[src/inc/dcc_defines.svh]
// constants of the dma channel control block
`ifndef DCC_DEFINES_SVH
`define DCC_DEFINES_SVH
`define DCC_NCH 4
`define DCC_SW_CH 2'h3
`define DCC_ADDR_W 8
`define DCC_CNT_W 11
// register byte addresses
`define DCC_A_EN_SET 8'h00
`define DCC_A_EN_CLR 8'h04
`define DCC_A_ATTR_SET 8'h08
`define DCC_A_ATTR_CLR 8'h0c
`define DCC_A_SW_REQ 8'h10
`define DCC_A_SEL_DEF 8'h14
`define DCC_A_SEL_SEC 8'h18
`define DCC_A_STATUS 8'h1c
`define DCC_A_SG_BASE 8'h20
`define DCC_A_SG_LAST 8'h2c
// structure window: addr[7] set, addr[6:4] structure, addr[3:2] field
`define DCC_B_STRUCT 7
`define DCC_F_SIDX 6:4
`define DCC_F_WORD 3:2
`define DCC_W_CTL 2'h0
`define DCC_W_SRC 2'h1
`define DCC_W_DST 2'h2
`define DCC_W_CNT 2'h3
// attribute bit within each channel nibble
`define DCC_AT_BURST 0
`define DCC_AT_ALT 1
`define DCC_AT_HIGH 2
`define DCC_AT_MASK 3
`define DCC_AT_W 4
// control word fields
`define DCC_F_SIZE 1:0
`define DCC_F_SINC 3:2
`define DCC_F_DINC 5:4
`define DCC_F_ARB 9:6
`define DCC_B_TAIL 10
`define DCC_F_MODE 14:12
`define DCC_CTL_W 15
`define DCC_ARB_MAX 4'ha
`define DCC_INC_NONE 2'h3
// scatter-gather word fields
`define DCC_F_TASKS 10:0
`define DCC_B_PSG 12
`endif

[src/inc/dcc_pkg.sv]
// types of the dma channel control block
package dcc_pkg;
  typedef enum logic [1:0] {
    ST_IDLE = 2'b00,
    ST_GRANT = 2'b01,
    ST_MOVE = 2'b11,
    ST_DONE = 2'b10
  } dcc_state_t;
  typedef enum logic [2:0] {
    mode_stop = 3'h0,
    mode_basic = 3'h1,
    mode_auto = 3'h2,
    mode_ping_pong = 3'h3,
    mode_mem_sg = 3'h4,
    mode_periph_sg = 3'h5
  } dcc_mode_t;
endpackage

[src/core/dcc_arbiter.sv]
// fixed-priority channel arbiter: high level first, then lowest index
`timescale 1ns/1ps
`include "dcc_defines.svh"
module dcc_arbiter
  import dcc_pkg::*;
(
  input wire logic [`DCC_NCH-1:0] req,
  input wire logic [`DCC_NCH-1:0] high,
  output logic valid,
  output logic [1:0] idx
);
  logic [`DCC_NCH-1:0] req_high;
  assign req_high = req & high;
  always_comb begin
    valid = |req;
    idx = 2'h0;
    // high level first, ties to lowest index
    // descending scan so the lowest index is the last one kept
    for (int i = `DCC_NCH - 1; i >= 0; i--) begin
      if (req_high != '0) begin
        if (req_high[i]) begin
          idx = 2'(i);
        end
      end else if (req[i]) begin
        idx = 2'(i);
      end
    end
  end
endmodule

[src/core/dcc_channel_ctrl.sv]
// multi-channel dma control: attributes, structures, requests, item engine
//
// Functional notes
// - burst-only attribute makes a channel ignore single requests
// - alternate-structure attribute picks the active structure of a channel
// - high-priority channels win over default-priority ones in arbitration
// - request-mask attribute ignores the mapped peripheral hardware request
// - all four attribute flags of every channel read back together
// - each channel owns a primary and an alternate structure, separately addressed
// - item size field selects 8, 16 or 32 bit items
// - source pointer steps by byte, halfword, word or stays fixed
// - destination pointer steps by byte, halfword, word or stays fixed
// - re-arbitrate after arbitration-size items on burst requests (a power of two up to 1024), after every item on single requests
// - burst-at-tail flag allows only burst requests on last peripheral gather task
// - disabled channel answers no request until enabled again
// - completion clears the channel enable automatically
// - channel enable state reads back as a boolean
// - mode field readable; hardware writes stop on completion
// - software request starts a transfer like a peripheral request
// - software channel completion raises own interrupt, others the peripheral's
// - scatter-gather runs a task count, mode field selects peripheral or memory; the flag is only stored and read back
// - per-channel default or secondary request source, many set per write
// - remaining item count readable, zero once complete
`timescale 1ns/1ps
`include "dcc_defines.svh"
module dcc_channel_ctrl
  import dcc_pkg::*;
(
  input wire logic CLK_SYS,
  input wire logic RST,
  input wire logic [`DCC_ADDR_W-1:0] ADDR,
  input wire logic [31:0] WDATA,
  input wire logic WR,
  input wire logic RD,
  output logic [31:0] RDATA,
  input wire logic [`DCC_NCH-1:0] BURST_REQ,
  input wire logic [`DCC_NCH-1:0] SINGLE_REQ,
  input wire logic [`DCC_NCH-1:0] SEC_BURST_REQ,
  input wire logic [`DCC_NCH-1:0] SEC_SINGLE_REQ,
  output logic ITEM_STB,
  output logic [1:0] ITEM_CH,
  output logic [1:0] ITEM_SIZE,
  output logic [31:0] ITEM_SRC,
  output logic [31:0] ITEM_DST,
  output logic DMA_IRQ,
  output logic [`DCC_NCH-1:0] PERIPH_DONE
);
  localparam int NS = 2 * `DCC_NCH;

  logic [`DCC_NCH-1:0] en_reg;
  logic [`DCC_AT_W*`DCC_NCH-1:0] attr_reg;
  logic [`DCC_NCH-1:0] sec_sel_reg;
  logic [`DCC_NCH-1:0] pend_reg;
  logic [`DCC_NCH-1:0] pend_burst_reg;
  logic [`DCC_CNT_W-1:0] tasks_reg [`DCC_NCH];
  logic [`DCC_NCH-1:0] psg_reg;
  logic [`DCC_CTL_W-1:0] ctl_reg [NS];
  logic [31:0] src_reg [NS];
  logic [31:0] dst_reg [NS];
  logic [`DCC_CNT_W-1:0] cnt_reg [NS];
  logic [`DCC_CNT_W-1:0] init_reg [NS];
  dcc_state_t state_reg;
  logic [1:0] ch_reg;
  logic [`DCC_CNT_W-1:0] chunk_reg;

  logic [`DCC_NCH-1:0] burst_only_attr;
  logic [`DCC_NCH-1:0] alternate_struct_attr;
  logic [`DCC_NCH-1:0] high_attr;
  logic [`DCC_NCH-1:0] request_mask_attr;
  logic [`DCC_NCH-1:0] req_set;
  logic [`DCC_NCH-1:0] req_burst;
  logic gnt_valid;
  logic [1:0] gnt_idx;
  logic [2:0] s_idx;
  logic [2:0] bus_sidx;
  logic [1:0] bus_word;
  logic wr_struct;
  logic [`DCC_CTL_W-1:0] act_ctl;
  dcc_mode_t act_mode;
  dcc_mode_t other_mode;
  logic [3:0] arb_exp;
  logic [`DCC_CNT_W-1:0] chunk_load;
  logic is_sg;
  logic more_tasks;
  logic fin;
  logic keep_going;
  logic go;
  logic chunk_end;
  logic sw_req_w;

  function automatic logic [31:0] step_of(input logic [1:0] code);
    step_of = (code == `DCC_INC_NONE) ? 32'h0 : (32'h1 << code);
  endfunction

  assign s_idx = {ch_reg, alternate_struct_attr[ch_reg]};
  assign bus_sidx = ADDR[`DCC_F_SIDX];
  assign bus_word = ADDR[`DCC_F_WORD];
  assign wr_struct = WR && ADDR[`DCC_B_STRUCT];
  assign act_ctl = ctl_reg[s_idx];
  assign act_mode = dcc_mode_t'(act_ctl[`DCC_F_MODE]);
  assign other_mode = dcc_mode_t'(ctl_reg[s_idx ^ 3'h1][`DCC_F_MODE]);
  // oversize arbitration codes clamp to arb_size_max
  assign arb_exp = (act_ctl[`DCC_F_ARB] > `DCC_ARB_MAX) ? `DCC_ARB_MAX : act_ctl[`DCC_F_ARB];
  assign chunk_load = pend_burst_reg[ch_reg] ? (`DCC_CNT_W'(1) << arb_exp) : `DCC_CNT_W'(1);
  assign is_sg = (act_mode == mode_mem_sg) || (act_mode == mode_periph_sg);
  assign more_tasks = is_sg && (tasks_reg[ch_reg] > `DCC_CNT_W'(1));
  assign fin = (act_mode == mode_ping_pong) ? (other_mode == mode_stop) : !more_tasks;
  assign keep_going = (act_mode == mode_auto) || (act_mode == mode_mem_sg);
  // a disabled or stopped channel is dropped at grant
  assign go = en_reg[ch_reg] && (act_mode != mode_stop) && (cnt_reg[s_idx] != '0);
  assign chunk_end = (state_reg == ST_MOVE) && (cnt_reg[s_idx] != `DCC_CNT_W'(1))
                     && (chunk_reg == `DCC_CNT_W'(1));
  assign sw_req_w = WR && (ADDR == `DCC_A_SW_REQ);

  genvar c;
  generate
    for (c = 0; c < `DCC_NCH; c++) begin : g_ch
      logic hw_burst;
      logic hw_single;
      logic tail_burst;
      logic [2:0] cs;
      assign cs = {2'(c), alternate_struct_attr[c]};
      assign burst_only_attr[c] = attr_reg[`DCC_AT_W*c + `DCC_AT_BURST];
      assign alternate_struct_attr[c] = attr_reg[`DCC_AT_W*c + `DCC_AT_ALT];
      assign high_attr[c] = attr_reg[`DCC_AT_W*c + `DCC_AT_HIGH];
      assign request_mask_attr[c] = attr_reg[`DCC_AT_W*c + `DCC_AT_MASK];
      assign hw_burst = sec_sel_reg[c] ? SEC_BURST_REQ[c] : BURST_REQ[c];
      assign hw_single = sec_sel_reg[c] ? SEC_SINGLE_REQ[c] : SINGLE_REQ[c];
      // last gather task takes bursts only
      assign tail_burst = ctl_reg[cs][`DCC_B_TAIL] && (tasks_reg[c] == `DCC_CNT_W'(1))
                          && (ctl_reg[cs][`DCC_F_MODE] == mode_periph_sg);
      assign req_set[c] = en_reg[c] && ((sw_req_w && WDATA[c]) || (!request_mask_attr[c]
                          && (hw_burst || (hw_single && !burst_only_attr[c] && !tail_burst))));
      assign req_burst[c] = (sw_req_w && WDATA[c]) || hw_burst;

    end
  endgenerate

  dcc_arbiter u_arb (
    .req(pend_reg & en_reg),
    .high(high_attr),
    .valid(gnt_valid),
    .idx(gnt_idx)
  );

  // engine sequence
  always_ff @(posedge CLK_SYS) begin
    if (RST) begin
      state_reg <= ST_IDLE;
      ch_reg <= 2'h0;
      chunk_reg <= '0;
    end else begin
      unique case (state_reg)
        ST_IDLE: begin
          if (gnt_valid) begin
            ch_reg <= gnt_idx;
            state_reg <= ST_GRANT;
          end
        end
        ST_GRANT: begin
          chunk_reg <= chunk_load;
          state_reg <= go ? ST_MOVE : ST_IDLE;
        end
        ST_MOVE: begin
          chunk_reg <= chunk_reg - `DCC_CNT_W'(1);
          if (cnt_reg[s_idx] == `DCC_CNT_W'(1)) begin
            state_reg <= ST_DONE;
          end else if (chunk_reg == `DCC_CNT_W'(1)) begin
            // give the bus back after the chunk
            state_reg <= ST_IDLE;
          end
        end
        ST_DONE: begin
          state_reg <= ST_IDLE;
        end
      endcase
    end
  end

  // pending requests: a new request wins over the grant clear
  always_ff @(posedge CLK_SYS) begin
    if (RST) begin
      pend_reg <= '0;
      pend_burst_reg <= '0;
    end else begin
      for (int i = 0; i < `DCC_NCH; i++) begin
        if (state_reg == ST_DONE && fin && ch_reg == 2'(i)) begin
          // a held request must not outlive the served transfer
          pend_reg[i] <= 1'b0;
        end else if (req_set[i]) begin
          pend_reg[i] <= 1'b1;
          pend_burst_reg[i] <= req_burst[i];
        end else if ((chunk_end || (state_reg == ST_DONE && !fin))
                     && keep_going && ch_reg == 2'(i)) begin
          // auto and memory gather continue without a new request
          pend_reg[i] <= 1'b1;
          pend_burst_reg[i] <= 1'b1;
        end else if (state_reg == ST_GRANT && ch_reg == 2'(i)) begin
          pend_reg[i] <= 1'b0;
        end
      end
    end
  end

  // channel enables
  always_ff @(posedge CLK_SYS) begin
    if (RST) begin
      en_reg <= '0;
    end else begin
      for (int i = 0; i < `DCC_NCH; i++) begin
        if (WR && ADDR == `DCC_A_EN_SET && WDATA[i]) begin
          en_reg[i] <= 1'b1;
        end else if (WR && ADDR == `DCC_A_EN_CLR && WDATA[i]) begin
          en_reg[i] <= 1'b0;
        end else if (state_reg == ST_DONE && fin && ch_reg == 2'(i)) begin
          en_reg[i] <= 1'b0;
        end
      end
    end
  end

  // attributes and source select
  always_ff @(posedge CLK_SYS) begin
    if (RST) begin
      attr_reg <= '0;
      sec_sel_reg <= '0;
    end else begin
      if (state_reg == ST_DONE && act_mode == mode_ping_pong) begin
        attr_reg[`DCC_AT_W*ch_reg + `DCC_AT_ALT] <= !alternate_struct_attr[ch_reg];
      end
      if (WR && ADDR == `DCC_A_ATTR_SET) begin
        attr_reg <= attr_reg | WDATA[`DCC_AT_W*`DCC_NCH-1:0];
      end else if (WR && ADDR == `DCC_A_ATTR_CLR) begin
        attr_reg <= attr_reg & ~WDATA[`DCC_AT_W*`DCC_NCH-1:0];
      end
      if (WR && ADDR == `DCC_A_SEL_DEF) begin
        sec_sel_reg <= sec_sel_reg & ~WDATA[`DCC_NCH-1:0];
      end else if (WR && ADDR == `DCC_A_SEL_SEC) begin
        sec_sel_reg <= sec_sel_reg | WDATA[`DCC_NCH-1:0];
      end
    end
  end

  // scatter-gather setup and task progress
  always_ff @(posedge CLK_SYS) begin
    if (RST) begin
      psg_reg <= '0;
      for (int i = 0; i < `DCC_NCH; i++) begin
        tasks_reg[i] <= '0;
      end
    end else begin
      // one task consumed per finished task except the last, which leaves the count at 1
      if (state_reg == ST_DONE && more_tasks) begin
        tasks_reg[ch_reg] <= tasks_reg[ch_reg] - `DCC_CNT_W'(1);
      end
      if (WR && ADDR >= `DCC_A_SG_BASE && ADDR <= `DCC_A_SG_LAST) begin
        tasks_reg[ADDR[3:2]] <= WDATA[`DCC_F_TASKS];
        psg_reg[ADDR[3:2]] <= WDATA[`DCC_B_PSG];
      end
    end
  end

  // control structures; no guard against rewriting a live structure
  always_ff @(posedge CLK_SYS) begin
    if (RST) begin
      for (int i = 0; i < NS; i++) begin
        ctl_reg[i] <= '0;
        src_reg[i] <= '0;
        dst_reg[i] <= '0;
        cnt_reg[i] <= '0;
        init_reg[i] <= '0;
      end
    end else begin
      if (state_reg == ST_MOVE) begin
        src_reg[s_idx] <= src_reg[s_idx] + step_of(act_ctl[`DCC_F_SINC]);
        dst_reg[s_idx] <= dst_reg[s_idx] + step_of(act_ctl[`DCC_F_DINC]);
        cnt_reg[s_idx] <= cnt_reg[s_idx] - `DCC_CNT_W'(1);
      end else if (state_reg == ST_DONE) begin
        if (more_tasks) begin
          cnt_reg[s_idx] <= init_reg[s_idx];
        end else begin
          ctl_reg[s_idx][`DCC_F_MODE] <= mode_stop;
        end
      end
      // each structure written on its own
      if (wr_struct) begin
        unique case (bus_word)
          `DCC_W_CTL: ctl_reg[bus_sidx] <= WDATA[`DCC_CTL_W-1:0];
          `DCC_W_SRC: src_reg[bus_sidx] <= WDATA;
          `DCC_W_DST: dst_reg[bus_sidx] <= WDATA;
          `DCC_W_CNT: begin
            cnt_reg[bus_sidx] <= WDATA[`DCC_CNT_W-1:0];
            init_reg[bus_sidx] <= WDATA[`DCC_CNT_W-1:0];
          end
        endcase
      end
    end
  end

  // item strobe towards the memory side
  always_ff @(posedge CLK_SYS) begin
    if (RST) begin
      ITEM_STB <= 1'b0;
      ITEM_CH <= 2'h0;
      ITEM_SIZE <= 2'h0;
      ITEM_SRC <= '0;
      ITEM_DST <= '0;
    end else begin
      ITEM_STB <= (state_reg == ST_MOVE);
      if (state_reg == ST_MOVE) begin
        ITEM_CH <= ch_reg;
        ITEM_SIZE <= act_ctl[`DCC_F_SIZE];
        ITEM_SRC <= src_reg[s_idx];
        ITEM_DST <= dst_reg[s_idx];
      end
    end
  end

  // completion signalling
  always_ff @(posedge CLK_SYS) begin
    if (RST) begin
      DMA_IRQ <= 1'b0;
      PERIPH_DONE <= '0;
    end else begin
      // software channel uses the controller interrupt
      DMA_IRQ <= (state_reg == ST_DONE) && fin && (ch_reg == `DCC_SW_CH);
      for (int i = 0; i < `DCC_NCH; i++) begin
        PERIPH_DONE[i] <= (state_reg == ST_DONE) && fin && (ch_reg == 2'(i))
                          && (ch_reg != `DCC_SW_CH);
      end
    end
  end

  // register read, data in the following cycle only
  always_ff @(posedge CLK_SYS) begin
    if (RST) begin
      RDATA <= '0;
    end else if (!RD) begin
      RDATA <= '0;
    end else if (ADDR[`DCC_B_STRUCT]) begin
      unique case (bus_word)
        `DCC_W_CTL: RDATA <= {17'h0, ctl_reg[bus_sidx]};
        `DCC_W_SRC: RDATA <= src_reg[bus_sidx];
        `DCC_W_DST: RDATA <= dst_reg[bus_sidx];
        `DCC_W_CNT: RDATA <= {21'h0, cnt_reg[bus_sidx]};
      endcase
    end else if (ADDR >= `DCC_A_SG_BASE && ADDR <= `DCC_A_SG_LAST) begin
      RDATA <= {19'h0, psg_reg[ADDR[3:2]], 1'b0, tasks_reg[ADDR[3:2]]};
    end else begin
      unique case (ADDR)
        `DCC_A_EN_SET: RDATA <= {28'h0, en_reg};
        `DCC_A_ATTR_SET: RDATA <= {16'h0, attr_reg};
        `DCC_A_SEL_SEC: RDATA <= {28'h0, sec_sel_reg};
        `DCC_A_STATUS: RDATA <= {28'h0, state_reg, ch_reg};
        default: RDATA <= '0;
      endcase
    end
  end

  logic [`DCC_NCH-1:0] lower_req;
  logic [`DCC_NCH-1:0] live_req;
  assign live_req = pend_reg & en_reg;
  assign lower_req = live_req & ((4'h1 << gnt_idx) - 4'h1);
endmodule

[config.mk]
export PLATFORM = sky130hd
export DESIGN_NAME = dcc_channel_ctrl
export DESIGN_NICKNAME = d
export VERILOG_FILES = /design/src/inc/dcc_pkg.sv /design/src/core/dcc_arbiter.sv /design/src/core/dcc_channel_ctrl.sv
export VERILOG_INCLUDE_DIRS = /design/src /design/src/inc
export SDC_FILE = /design/constraint.sdc
export NUM_CORES = 2
export LEC_CHECK = 0
export ABC_AREA = 0
export BUFFER_PORTS_ARGS = -buffer_cell sky130_fd_sc_hd__buf_2
export CORE_AREA = 2 2 564 286
export CTS_BUF_LIST = sky130_fd_sc_hd__clkbuf_4 sky130_fd_sc_hd__clkbuf_8
export DETAILED_ROUTE_END_ITERATION = 16
export DIE_AREA = 0 0 566 288
export RECOVER_POWER = 50
export SLEW_MARGIN = 20
export SYNTH_ARGS = -nofsm -noshare
export SYNTH_HDL_FRONTEND = slang
export SYNTH_SLANG_ARGS = --single-unit
[constraint.sdc]
create_clock -name CLK_SYS -period 4.5 [get_ports CLK_SYS]
set_input_delay 0.45 -clock CLK_SYS [delete_from_list [all_inputs] [get_ports CLK_SYS]]
set_output_delay 0.45 -clock CLK_SYS [all_outputs]
set_load 0.05 [all_outputs]
## Word level (Yosys, flattened, before mapping)

Memory sizes are Yosys's and may differ from the RTL's. A register that Yosys moved wholly into a read port is not among the register bits.
Cells that the tools add are included.

| storage, ports and cells | value |
|---|---|
| register bits after elaboration | 157 |
| memory bits (writable) | 852 |
| bits of input ports | 60 |
| output and inout port bits | 106 |
| word-level logic and storage cells | 419 |
| memories | 6 |

Memories:

| name | words | width | rd ports | clocked after memory_dff | write ports | line | source |
|---|---|---|---|---|---|---|---|
| dst_reg | 8 | 32 | 2 | 0 | 8 | dcc_channel_ctrl.sv:59 | `logic [31:0] dst_reg [NS];` |
| src_reg | 8 | 32 | 2 | 0 | 8 | dcc_channel_ctrl.sv:58 | `logic [31:0] src_reg [NS];` |
| ctl_reg | 8 | 15 | 7 | 4 | 8 | dcc_channel_ctrl.sv:57 | `` logic [`DCC_CTL_W-1:0] ctl_reg [NS]; `` |
| cnt_reg | 8 | 11 | 2 | 0 | 8 | dcc_channel_ctrl.sv:60 | `` logic [`DCC_CNT_W-1:0] cnt_reg [NS]; `` |
| init_reg | 8 | 11 | 1 | 0 | 8 | dcc_channel_ctrl.sv:61 | `` logic [`DCC_CNT_W-1:0] init_reg [NS]; `` |
| tasks_reg | 4 | 11 | 6 | 1 | 4 | dcc_channel_ctrl.sv:55 | `` logic [`DCC_CNT_W-1:0] tasks_reg [`DCC_NCH]; `` |

| cells by class | value |
|---|---|
| $add $sub $neg | 6 |
| order comparisons | 9 |
| equality and inequality tests | 36 |
| shift operators | 3 |
| mux-type cells | 167 |
| bitwise gates (word level) | 15 |
| reduce and logical (&&, ||, !) cells | 151 |

Operators with widths:

| operator | number |
|---|---|
| 32-bit 2-to-1 mux | 7 |
| 32-bit case mux with 4 select lines | 1 |
| 32-bit OR reduction | 4 |
| 1-bit 2-to-1 mux | 94 |
| 11-bit 2-to-1 mux | 7 |
| 1-bit logical AND | 75 |
| 11-bit by 1-bit == test with 1-bit output, second input constant | 6 |
| 32-bit adder | 2 |
| 16-bit 2-to-1 mux | 4 |
| 16-bit case mux with 4 select lines | 1 |
| 1-bit by 2-bit << shifter with 32-bit output, first input constant | 2 |
| 11-bit OR reduction | 5 |
| 3-bit 2-to-1 mux | 17 |
| 2-bit 2-to-1 mux | 21 |
| 11-bit by 1-bit subtractor with 11-bit output, second input constant | 3 |
| 8-bit by 5-bit == test with 1-bit output, second input constant | 4 |
| 15-bit 2-to-1 mux | 2 |
| 3-bit nonzero test | 10 |
| 15-bit OR reduction | 2 |
| 11-bit case mux with 2 select lines | 1 |
| 3-bit == test, second input constant | 6 |
| 16-bit AND | 1 |
| 16-bit bitwise mux | 1 |
| 2-bit == test, second input constant | 8 |
| other kinds (41) | 103 |

## Depth between registers and ports, before layout

An unclocked memory read counts as a cell.

| logic depth | value |
|---|---|
| depth in word-level cells | 15 |
| depth in mapped cells | 20 |
| depth with buffers taken out | 14 |

## Hierarchy

A second synthesis with hierarchy kept.

| second synthesis, totals | value |
|---|---|
| cell total of the unflattened synthesis | 4769 |
| area total of the unflattened synthesis | 55728.4 µm² |

By module, submodules not included:

| module | times used | cells each | area an instance (µm²) | sequential area each (µm²) |
|---|---|---|---|---|
| dcc_channel_ctrl | 1 | 4751 | 55623.3 | 28847.7 |
| dcc_arbiter | 1 | 18 | 105.1 | 0.0 |

## Worst setup path after synthesis

Ideal clock, no wire load.

| path | value |
|---|---|
| path kind | register to register |
| from | register ch_reg[0] |
| to | memory src_reg[0][26], data pin |
| library setup time | 273 ps |
| data arrival time | 4708 ps |
| required time | 4227 ps |
| path slack | -481 ps |
| cell stages (with the launch flop) | 21 |
| path buffers | 9 |
| clock period less this slack | 4981 ps |
| cells stage by stage | dfxtp_1 buf_4 buf_6 buf_4 buf_2 buf_2 buf_1 and3_1 clkbuf_1 clkbuf_1 a22oi_1 nand4_1 ha_1 fa_1 a21oi_1 or4_1 clkbuf_1 nor4_2 nand4_1 xnor2_1 o21ai_0 |

RTL lines:

| element | line | source |
|---|---|---|
| from (decl) | dcc_channel_ctrl.sv:63 | `logic [1:0] ch_reg;` |
| from (signal assigned) | dcc_channel_ctrl.sv:156 | `ch_reg <= gnt_idx;` |
| to (decl) | dcc_channel_ctrl.sv:58 |  |

==> impl_metrics.ini <==
[power]
ir_drop_uv = 223
p_clk_frac = 0.402
swShare = 0.276
internal_power_uw = 15700
power-per-cell-area_nw_per_um2 = 344
p_leak_uw = 0.0217
pwr-share-seq = 0.493
switchingPower_uw = 5980
comb_power_share = 0.105

[logic_synthesis]
synth_edf_count = 852
synth-seq-cells = 1015
synth_top_family_by_area = compound AO/OA/AOI/OAI gates
synthSimpleGateAreaFrac = 0.108
synth.avg_cell_area_um2 = 12.0
yosys-mux-area-fraction = 0.145
synth_xor_area_frac = 0.0136
syn-cell-area_um2 = 55000
synth_common_cells = edfxtp_1, nand2_1, clkbuf_1, a22o_1, nor2_1
synth_warnings = 0
syn_nets = 4668
syn_inst = 4593
synth-adder-area-share = 0.00369
synth_compound_area_frac = 0.169
netlist.area_leader.share = 0.466
synth-main-ff-cell = edfxtp_1
synth_cell_types = 83
yosys-top-cells-area = edfxtp_1, mux4_2, dfxtp_1, a22o_1, mux2i_1
async_reset_ff_frac = 0
yosysTopAreaCell = edfxtp_1
yosysMostFrequentCell = edfxtp_1
seq_area_frac_synth = 0.525

[clocking]
clkSlewWorstSetupHoldPaths_ps = 70
h-tree-depth = 4
cts.sinks = 1015
cts_max_path_buffers = 4
cts_tree = yes
clock_latency_ps = 920
numCtsBuffers = 162
ctsRootBufferMaster = clkbuf_8

[place]
numPortBuffers = 165
gp_congestion = 1.03
dpl-instance-area_um2 = 60000
hpwl_mm = 179

[sta]
setup_viol = 11
fin_worst_skew_ps = 97.5
finalWorstSetupSlack_ps = -30.4
period_needed_ps = 4530
relSlewSlack = -0.401
worst_pin_slew_ps = 2090
fin_crit_sh = 1.01
max_freq_mhz = 221
fin_hold_ws_ps = 109
final_max_slew_viol_count = 229
finalHoldViolCount = 0

[grt]
grt_usage = 0.308
grt_pass1_vias = 44000
grt_max_degree = 62
overflow = 0
grt_pass1_wl_mm = 355
antenna_found_initial = 15

[min_path]
hp-class = primary input to flop
hold_path_startpoint = WDATA[30]

[layout]
layout-drive-gt1-share = 0.207
n_fill_cell = 15100
nets = 4912
finalInstanceArea_um2 = 63100
area_growth_pct = 14.7

[die]
die_h_um = 288
core_um2 = 159000
start_util = 0.346
dieArea_um2 = 163000
die_w_um = 566
pin_count = 166
rows = 104

[worst_setup_path]
path_class = flop to flop
cp.required_ps = 5110
crit_start = attr_reg[5]$_SDFFE_PP0N_
startpoint_type = flop
path_max_fanout = 23
r2r_start = attr_reg[5]$_SDFFE_PP0N_
endpoint_kind = flop
arrival_ps = 5140

[drt]
wl_per_cell_um = 36.6
vias = 47500
firstDrtPassIters = 10
routed_wl_mm = 260
routed_via_density = 6.69
first_iter_violations = 8450
drc = 0
ant_nets = 0

[run_status]
status = finished with violations
violations = max-capacitance violations, max-slew violations, negative setup slack

[flow_run]
maxCapViolations = 13
metrics by stage:
step | total power, uW | setup slack (ps) | util | instances | TNS (ps)
global placement | 13000 | 175 | 0.378 | 6787 | 0
CTS | 21500 | 88.4 | 0.399 | 7076 | 0
finish | 21700 | -30.4 | 0.397 | 7094 | -116
floorplan | 11900 | -138 | - | 4593 | -10590
global route | 22100 | -14.9 | 0.397 | 7084 | -27.6
detailed placement | 13000 | -5.57 | 0.378 | 6787 | -5.57
power groups by stage:
stage	sequential, uW	combinational [uW]	clock (uW)
floorplan	10800	1120	0
global placement	10900	2140	0
detailed placement	10900	2150	0
CTS	10700	2160	8680
global route	10700	2280	9070
finish	10700	2280	8720
kinds of logic after synthesis:
kind of cell    Yosys count
simple gates           1206
mux                     491
fa+ha+maj                15
xor+xnor                 83
flops                  1015
buf+inv                 492
other cells               1
compound gates         1290
layer usage:
| layer | GRT usage | wire [um] | vias up |
|---|---|---|---|
| met5 | 0.0112 | 707 | - |
| met4 | 0.0764 | 6990 | 18 |
| met3 | 0.208 | 57100 | 600 |
| met2 | 0.372 | 93000 | 4862 |
| met1 | 0.433 | 102000 | 23500 |
| li1 | - | - | 18500 |
final cells by class:
cell class	instances	area [um^2]	area share
sequential	1015	28900	0.458
multi-input combinational	3086	24600	0.389
timing repair buffer	541	3490	0.0553
clock buffer	230	2870	0.0454
tap	2120	2650	0.0421
clock inverter	58	477	0.00756
inverter	31	118	0.00187
antenna	13	32.5	0.000516
path summary, 6_finish.rpt:
path         slack (ps)  cells after the start                        end
max                 -30                     10   src_reg[1][30]$_DFFE_PP_
min                 110                      3   src_reg[4][30]$_DFFE_PP_
max reg2reg         -30                     10   src_reg[1][30]$_DFFE_PP_
min reg2reg         460                      2  ITEM_SRC[25]$_SDFFE_PP0P_
worst max-delay path, cell delays in order, from the launching register on:
cell and delay, ps:
dfxtp_4 370, buf_4 470, mux2i_1 170, mux4_2 660, a221o_1 470, or4b_4 650
or4_4 610, nor4_4 280, xor2_2 160, buf_4 240, o21ai_1 100
cell usage in the layout (no fill, tap or decap), drive strengths merged, types with 14 or more instances in the layout:
cell | synthesis | layout
nand2 | 377 | 377
dfxtp | 163 | 163
a22oi | 98 | 98
nand2b | 20 | 20
a22o | 346 | 346
and2 | 219 | 219
nand3 | 47 | 47
a221oi | 26 | 26
a21oi | 111 | 111
or4 | 14 | 14
nor2 | 284 | 284
or3 | 36 | 36
edfxtp | 852 | 852
o21ai | 288 | 288
buf | 112 | 361
xor2 | 41 | 41
o22ai | 73 | 73
o22a | 19 | 19
a21o | 69 | 69
a211oi | 49 | 49
mux2 | 31 | 31
nor3 | 63 | 63
mux4 | 242 | 242
o31ai | 19 | 19
nand4 | 24 | 24
nor2b | 31 | 31
clkinv | 1 | 46
mux2i | 218 | 218
o21bai | 41 | 41
inv | 30 | 30
xnor2 | 42 | 42
clkbuf | 349 | 409
nor4 | 24 | 24
o221ai | 103 | 103
what timing repair did:
item	4_1_cts	5_1_grt
hold buffers	1	0
resized for setup	1	14
hold endpoints to repair	11	0
setup buffers	0	5
setup endpoints to repair	8	96
pin swaps	0	3
(Power assumes the default switching activity.)
